--- config.mk ---
export PLATFORM = sky130hd
export DESIGN_NAME = sequence_input_function_decoder
export DESIGN_NICKNAME = d
export VERILOG_FILES = /design/src/seqin_pkg.sv /design/src/sequence_input_function_decoder.sv /design/src/contact_sync.sv
export SDC_FILE = /design/constraint.sdc
export NUM_CORES = 1
export LEC_CHECK = 0
export ABC_CLOCK_PERIOD_IN_PS = 1800
export BUFFER_PORTS_ARGS = -buffer_cell sky130_fd_sc_hd__buf_4
export CAP_MARGIN = 20
export CORE_UTILIZATION = 47
export CTS_CLUSTER_DIAMETER = 60
export CTS_CLUSTER_SIZE = 28
export DETAILED_ROUTE_END_ITERATION = 7
export HOLD_SLACK_MARGIN = 0.02
export PLACE_DENSITY = 0.79
export SLEW_MARGIN = 0
export SYNTH_ARGS = -nofsm -noshare
export SYNTH_HDL_FRONTEND = slang
export SYNTH_SLANG_ARGS = --single-unit
--- constraint.sdc ---
create_clock -name CLK -period 1.8 [get_ports CLK]
set_input_delay 0.45 -clock CLK [delete_from_list [all_inputs] [get_ports CLK]]
set_output_delay 0.45 -clock CLK [all_outputs]
set_load 0.02 [all_outputs]
--- src/seqin_pkg.sv ---
// Purpose: shared constants and carriers for the sequence input function decoder
// Assumes: AHB-Lite register slave, 32-bit data, one word per register
// Notes: setting fields are two bits wide, so only the values 0 to 3 exist
`default_nettype none
package seqin_pkg;
  // ---------------------------------------------------------------
  // register map (byte addresses, low 12 address bits decoded)
  // ---------------------------------------------------------------
  localparam int ADDR_W = 12;
  localparam logic [ADDR_W-1:0] OFS_PENDING = 12'h000;
  localparam logic [ADDR_W-1:0] OFS_ACTIVE = 12'h004;
  localparam logic [ADDR_W-1:0] OFS_CONTROL = 12'h008;
  localparam logic [ADDR_W-1:0] OFS_STATUS = 12'h00C;
  localparam int CTRL_RESTART_BIT = 0;
  localparam int STATUS_PRIMED_BIT = 9;
  // ---------------------------------------------------------------
  // setting encodings
  // ---------------------------------------------------------------
  localparam logic [1:0] SET_CLOSED = 2'h0;
  localparam logic [1:0] SET_OPEN = 2'h1;
  localparam logic [1:0] SET_FORCE_A = 2'h2;
  localparam logic [1:0] SET_FORCE_B = 2'h3;
  // ---------------------------------------------------------------
  // contact input positions
  // ---------------------------------------------------------------
  localparam int CONTACTS = 5;
  localparam int IN_MODE = 0;
  localparam int IN_RUN = 1;
  localparam int IN_RST = 2;
  localparam int IN_TABLE_SELECT_BIT0 = 3;
  localparam int IN_TABLE_SELECT_BIT1 = 4;
  // ---------------------------------------------------------------
  // timing
  // ---------------------------------------------------------------
  // cycles after reset or restart before edges on the reset pin count
  localparam logic [1:0] PRIME_CYCLES = 2'h3;
  // ---------------------------------------------------------------
  // carriers
  // ---------------------------------------------------------------
  typedef struct packed {
    logic [1:0] select1_setting;
    logic [1:0] select0_setting;
    logic [1:0] table_reset_setting;
    logic [1:0] run_halt_setting;
    logic [1:0] mode_input_setting;
  } settings_s;
  localparam settings_s SETTINGS_RESET = 10'h000;
  typedef struct packed {
    logic jog_speed_select_bit0;
    logic [1:0] table_select;
    logic jog_reverse;
    logic jog_forward;
    logic table_reset;
    logic homing_start;
    logic table_run;
    logic mode1;
  } funcs_s;
  localparam funcs_s FUNCS_RESET = 9'h000;
endpackage : seqin_pkg
`default_nettype wire

--- src/sequence_input_function_decoder.sv ---
// Purpose: decode contact sequence inputs into indexer functions
// Assumes: AHB-Lite slave on CLK, synchronous active-low RESETN
// Notes: software writes pending settings; a restart makes them active
`timescale 1ns/1ps
`default_nettype none
module sequence_input_function_decoder (
  input wire logic CLK,
  input wire logic RESETN,
  input wire logic HSEL,
  input wire logic [31:0] HADDR,
  input wire logic [1:0] HTRANS,
  input wire logic HWRITE,
  input wire logic [2:0] HSIZE,
  input wire logic [31:0] HWDATA,
  input wire logic HREADY,
  output logic [31:0] HRDATA,
  output logic HREADYOUT,
  output logic HRESP,
  input wire logic [seqin_pkg::CONTACTS-1:0] CONTACT_CLOSED,
  output var seqin_pkg::funcs_s FUNCS
);
  import seqin_pkg::*;

  // ---------------------------------------------------------------
  // contact synchronisation
  // ---------------------------------------------------------------
  logic [CONTACTS-1:0] lvl;
  logic [CONTACTS-1:0] prv;

  contact_sync #(.WIDTH(CONTACTS)) u_sync (
    .clk(CLK),
    .rst_n(RESETN),
    .async_in(CONTACT_CLOSED),
    .level(lvl),
    .level_prev(prv)
  );

  // ---------------------------------------------------------------
  // bus slave
  // ---------------------------------------------------------------
  logic ap_valid;
  logic wr_q;
  logic rd_q;
  logic rd_done_q;
  logic [ADDR_W-1:0] addr_q;
  logic [31:0] hrdata_q;
  logic restart;
  settings_s pend_q;
  settings_s act_q;
  funcs_s funcs_q;
  funcs_s funcs_d;
  logic [1:0] prime_cnt_q;
  logic primed;

  // only whole-word single transfers are expected; HSIZE is not checked
  assign ap_valid = HSEL & HREADY & HTRANS[1];
  // reads take one wait state so read data always comes from a flip-flop
  assign HREADYOUT = ~(rd_q & ~rd_done_q);
  assign HRESP = 1'b0;
  assign HRDATA = hrdata_q;

  always_ff @(posedge CLK)
  begin
    if (!RESETN)
    begin
      wr_q <= 1'b0;
      rd_q <= 1'b0;
      rd_done_q <= 1'b0;
      addr_q <= '0;
    end
    else
    begin
      rd_done_q <= rd_q & ~rd_done_q;
      if (HREADYOUT)
      begin
        wr_q <= ap_valid & HWRITE;
        rd_q <= ap_valid & ~HWRITE;
        if (ap_valid)
        begin
          addr_q <= HADDR[ADDR_W-1:0];
        end
      end
    end
  end

  always_ff @(posedge CLK)
  begin
    if (!RESETN)
    begin
      hrdata_q <= 32'h0000_0000;
    end
    else if (rd_q & ~rd_done_q)
    begin
      case (addr_q)
        OFS_PENDING: hrdata_q <= {22'h0, pend_q};
        OFS_ACTIVE: hrdata_q <= {22'h0, act_q};
        OFS_STATUS: hrdata_q <= {22'h0, primed, funcs_q};
        default: hrdata_q <= 32'h0000_0000;
      endcase
    end
  end

  // ---------------------------------------------------------------
  // settings: pending copy and active copy
  // ---------------------------------------------------------------
  assign restart = wr_q & (addr_q == OFS_CONTROL) & HWDATA[CTRL_RESTART_BIT];

  always_ff @(posedge CLK)
  begin
    if (!RESETN)
    begin
      pend_q <= SETTINGS_RESET;
    end
    else if (wr_q && addr_q == OFS_PENDING)
    begin
      pend_q <= HWDATA[9:0];
    end
  end

  // a changed setting never disturbs running logic until restart
  always_ff @(posedge CLK)
  begin
    if (!RESETN)
    begin
      act_q <= SETTINGS_RESET;
    end
    else if (restart)
    begin
      act_q <= pend_q;
    end
  end

  // hold off edge detection until the sync chain has fresh samples
  always_ff @(posedge CLK)
  begin
    if (!RESETN || restart)
    begin
      prime_cnt_q <= 2'h0;
    end
    else if (!primed)
    begin
      prime_cnt_q <= prime_cnt_q + 2'h1;
    end
  end

  assign primed = (prime_cnt_q == PRIME_CYCLES);

  // ---------------------------------------------------------------
  // function decode
  // ---------------------------------------------------------------
  function automatic logic asserted(input logic [1:0] s, input logic lv);
    asserted = (s == SET_CLOSED) ? lv : ((s == SET_OPEN) ? ~lv : 1'b0);
  endfunction : asserted

  logic mode_now;
  logic rst_edge;
  logic table_select_bit1_bit;

  always_comb
  begin
    case (act_q.mode_input_setting)
      SET_CLOSED: mode_now = lvl[IN_MODE];
      SET_OPEN: mode_now = ~lvl[IN_MODE];
      SET_FORCE_A: mode_now = 1'b0;
      default: mode_now = 1'b1;
    endcase
  end

  always_comb
  begin
    case (act_q.table_reset_setting)
      SET_CLOSED: rst_edge = lvl[IN_RST] & ~prv[IN_RST];
      SET_OPEN: rst_edge = ~lvl[IN_RST] & prv[IN_RST];
      default: rst_edge = 1'b0;
    endcase
  end

  always_comb
  begin
    if (act_q.select1_setting == SET_FORCE_A)
    begin
      table_select_bit1_bit = 1'b1;
    end
    else
    begin
      table_select_bit1_bit = asserted(act_q.select1_setting, lvl[IN_TABLE_SELECT_BIT1]);
    end
  end

  always_comb
  begin
    funcs_d = FUNCS_RESET;
    funcs_d.mode1 = mode_now;
    // settings 2 and 3 make asserted() zero, so nothing ever starts
    funcs_d.table_run = ~mode_now
      & asserted(act_q.run_halt_setting, lvl[IN_RUN]);
    funcs_d.homing_start = mode_now
      & asserted(act_q.run_halt_setting, lvl[IN_RUN]);
    funcs_d.table_reset = ~mode_now & primed & rst_edge;
    funcs_d.jog_forward = mode_now
      & asserted(act_q.table_reset_setting, lvl[IN_RST]);
    if (act_q.select0_setting == SET_FORCE_A)
    begin
      funcs_d.table_select[0] = ~mode_now;
    end
    else
    begin
      funcs_d.table_select[0] = ~mode_now
        & asserted(act_q.select0_setting, lvl[IN_TABLE_SELECT_BIT0]);
    end
    funcs_d.jog_reverse = mode_now
      & asserted(act_q.select0_setting, lvl[IN_TABLE_SELECT_BIT0]);
    funcs_d.table_select[1] = ~mode_now & table_select_bit1_bit;
    funcs_d.jog_speed_select_bit0 = mode_now & table_select_bit1_bit;
  end

  always_ff @(posedge CLK)
  begin
    if (!RESETN || restart)
    begin
      funcs_q <= FUNCS_RESET;
    end
    else
    begin
      funcs_q <= funcs_d;
    end
  end

  assign FUNCS = funcs_q;
endmodule : sequence_input_function_decoder
`default_nettype wire

--- src/contact_sync.sv ---
// Purpose: two-stage synchroniser plus previous-sample register per contact
// Assumes: contacts are asynchronous levels, 1 = closed
// Notes: the first stage feeds only the second stage
`timescale 1ns/1ps
`default_nettype none
module contact_sync #(
  parameter int WIDTH = 1
) (
  input wire logic clk,
  input wire logic rst_n,
  input wire logic [WIDTH-1:0] async_in,
  output logic [WIDTH-1:0] level,
  output logic [WIDTH-1:0] level_prev
);
  logic [WIDTH-1:0] meta_q;
  logic [WIDTH-1:0] sync_q;
  logic [WIDTH-1:0] prev_q;

  always_ff @(posedge clk)
  begin
    if (!rst_n)
    begin
      meta_q <= '0;
      sync_q <= '0;
      prev_q <= '0;
    end
    else
    begin
      meta_q <= async_in;
      sync_q <= meta_q;
      prev_q <= sync_q;
    end
  end

  assign level = sync_q;
  assign level_prev = prev_q;
endmodule : contact_sync
`default_nettype wire

==> impl_metrics.json <==
{
  "async_flop_share": 0,
  "dp_worst_setup_slack_ps": 395,
  "tns_ps": 0,
  "cts_resized": 0,
  "rows": 27,
  "maxSlewHeadroom": 0.557,
  "critPathArrivalTime_ps": 1050,
  "grt_max_degree": 29,
  "clk_latency_ps": 340,
  "cts_max_path_buffers": 2,
  "finalNetCount": 430,
  "ys_ff_latch": 67,
  "wl_per_cell_um": 13.4,
  "postCtsSetupBuffers": 0,
  "fmax_mhz": 668,
  "drv_slew": 0,
  "cp_max_fo": 2,
  "initial_core_util": 0.501,
  "cts_num_sinks": 67,
  "fin_crit_ps": 1500,
  "dpl.hpwl_mm": 3.92,
  "sw_frac_of_total": 0.226,
  "syn_area_per_cell_um2": 9.55,
  "hold_start": "CONTACT_CLOSED[2]",
  "dr_total_vias": 2170,
  "vias_per_cell": 5.08,
  "wl_mm": 5.70,
  "worstMarginPinSlew_ps": 663,
  "path_class": "reg -> out",
  "max_cap_violations": 0,
  "drc": 0,
  "leakage_nw": 1.56,
  "dieArea_um2": 6370,
  "grt_pass1_vias": 1969,
  "syn_area_um2": 2850,
  "io_pins": 122,
  "die_h_um": 79.8,
  "critPathRequiredTime_ps": 1350,
  "ys_types": 33,
  "syn_inst": 298,
  "postCtsHoldBufs": 0,
  "synthFlopType": "dfxtp_1",
  "area_growth_syn_to_layout_pct": 21.2,
  "numPortBuffers": 52,
  "cts_tree": "done",
  "start_kind": "flop",
  "htreeDepth": 3,
  "num_antenna_cells": 0,
  "cts.clk_slew.worst_paths_ps": 70,
  "critPathLaunch": "rd_q",
  "intPower_mw": 2.48,
  "finalSetupViolations": 0,
  "cts_made_buffers": 9,
  "drt-pass1-iter-count": 4,
  "clockPowerShare": 0.436,
  "post-route-period-util": 0.831,
  "synth-seq-area-share": 0.471,
  "grt_pass1_wl_mm": 9.07,
  "cts-root-buf": "clkbuf_8",
  "yosysMostFrequentCell": "dfxtp_1",
  "detail-route-antenna-nets": 0,
  "finalHoldViolations": 0,
  "p_sw_uw": 723,
  "synthTopCellsByCount": "67 x dfxtp_1, 31 x nand2_1, 24 x buf_4, 24 x nand3_1, 24 x o21ai_0",
  "core_um2": 5680,
  "die_x_um": 79.8,
  "p_seq_frac": 0.481,
  "drt_iter0_markers": 115,
  "antenna_found_initial": 0,
  "powerDensity_nw_per_um2": 930,
  "worst_setup_path_end_kind": "primary output",
  "yosysTopAreaCell": "dfxtp_1",
  "grt_remaining_overflow": 0,
  "drive_above_1_share": 0.256,
  "run_status": "complete, no violations",
  "gp_congestion": 0.756,
  "ys_warn_count": 0,
  "combPwrFrac": 0.082,
  "hold_path.class": "in -> reg",
  "grt_use_total": 0.192,
  "grt_setup_unrepaired": "false",
  "synthTopCellsByArea": "dfxtp_1 47%, mux2i_1 7.4%, buf_4 6.3%",
  "ir_drop_v": 0.000579,
  "fin_util": 0.607,
  "worst_slack_ps": 303,
  "worstReg2RegStart": "addr_q[0]",
  "synth_top_area_share": 0.471,
  "finalClockSkew_ps": 9.59,
  "synth_edf_count": 0
}
final timing paths:
path	end	slack, ps	cells after the start
hold reg to reg	u_sync.level[3]	430	1
hold / removal	u_sync.meta_q[2]	310	2
setup / recovery	HREADYOUT	300	3
setup reg to reg	pend_q[0]	370	4
critical path: stages (launching register included):
cell	delay, ps
dfxtp_1	320
nor2b_1	160
inv_1	70
buf_4	160
layer usage:
| layer | vias up | wire (um) | share of wire | GRT usage |
|---|---|---|---|---|
| met5 | - | 0 | 0 | 0 |
| met4 | 0 | 129 | 0.023 | 0.102 |
| met3 | 15 | 222 | 0.039 | 0.0377 |
| met2 | 59 | 2670 | 0.47 | 0.309 |
| met1 | 1002 | 2680 | 0.47 | 0.240 |
| li1 | 1094 | - | - | - |
power groups by stage:
stage          sequential, mW  clock, mW  combinational (mW)
2_1_floorplan            1.57          0               0.206
3_3_place_gp             1.57          0               0.255
3_5_place_dp             1.58          0               0.260
4_1_cts                  1.54       1.42               0.263
5_1_grt                  1.55       1.48               0.291
6_report                 1.54       1.40               0.263
cells by family after synthesis:
family	after synthesis	share of synthesized area
multiplexers	31	0.113
AO/OA/AOI/OAI	47	0.0915
buffers and inverters	43	0.0945
other	1	0.00132
XOR/XNOR	8	0.0246
adder cells (fa/ha/maj)	1	0.00440
AND/OR/NAND/NOR	100	0.199
flip-flops	67	0.471
registers in the layout (all words and copies together), names as in the netlist:
signal and count:
addr_q 12, HRDATA 10, act_q 10, pend_q 10
FUNCS 9, u_sync.level 5, u_sync.meta_q 5, prime_cnt_q 2
rd_done_q 1, rd_q 1, u_sync.level_prev 1, wr_q 1
cells in the final DEF, fill, tap and decap left out, types with 3 or more instances in the layout:
cell type and instances:
dfxtp_1 67, buf_4 59, nand2_1 31, nand3_1 24, o21ai_0 24, conb_1 23
mux2i_1 21, a21oi_1 13, and2_1 12, clkbuf_8 11, mux2_2 10, a22oi_1 10
nor4_1 6, nor2_1 5, xor2_1 5, xnor2_1 3, nor3_1 3
layout make-up:
cell class / count / area (um^2)
fill: 489 / 2230
sequential: 67 / 1340
multi-input combinational: 210 / 1320
timing repair buffer: 60 / 463
clock buffer: 12 / 155
tap: 72 / 90.1
clock inverter: 4 / 72.6
inverter: 2 / 7.51
per-stage QoR:
stage          std cells  hold slack (ps)  power (mW)  area [um^2]
2_1_floorplan        320              412        1.78         2930
3_3_place_gp         411              415        1.83         3220
3_5_place_dp         411              418        1.84         3220
4_1_cts              427              303        3.23         3450
5_1_grt              427              308        3.32         3450
6_report             427              313        3.20         3450
No activity file was read; power rests on OpenSTA's default activity.
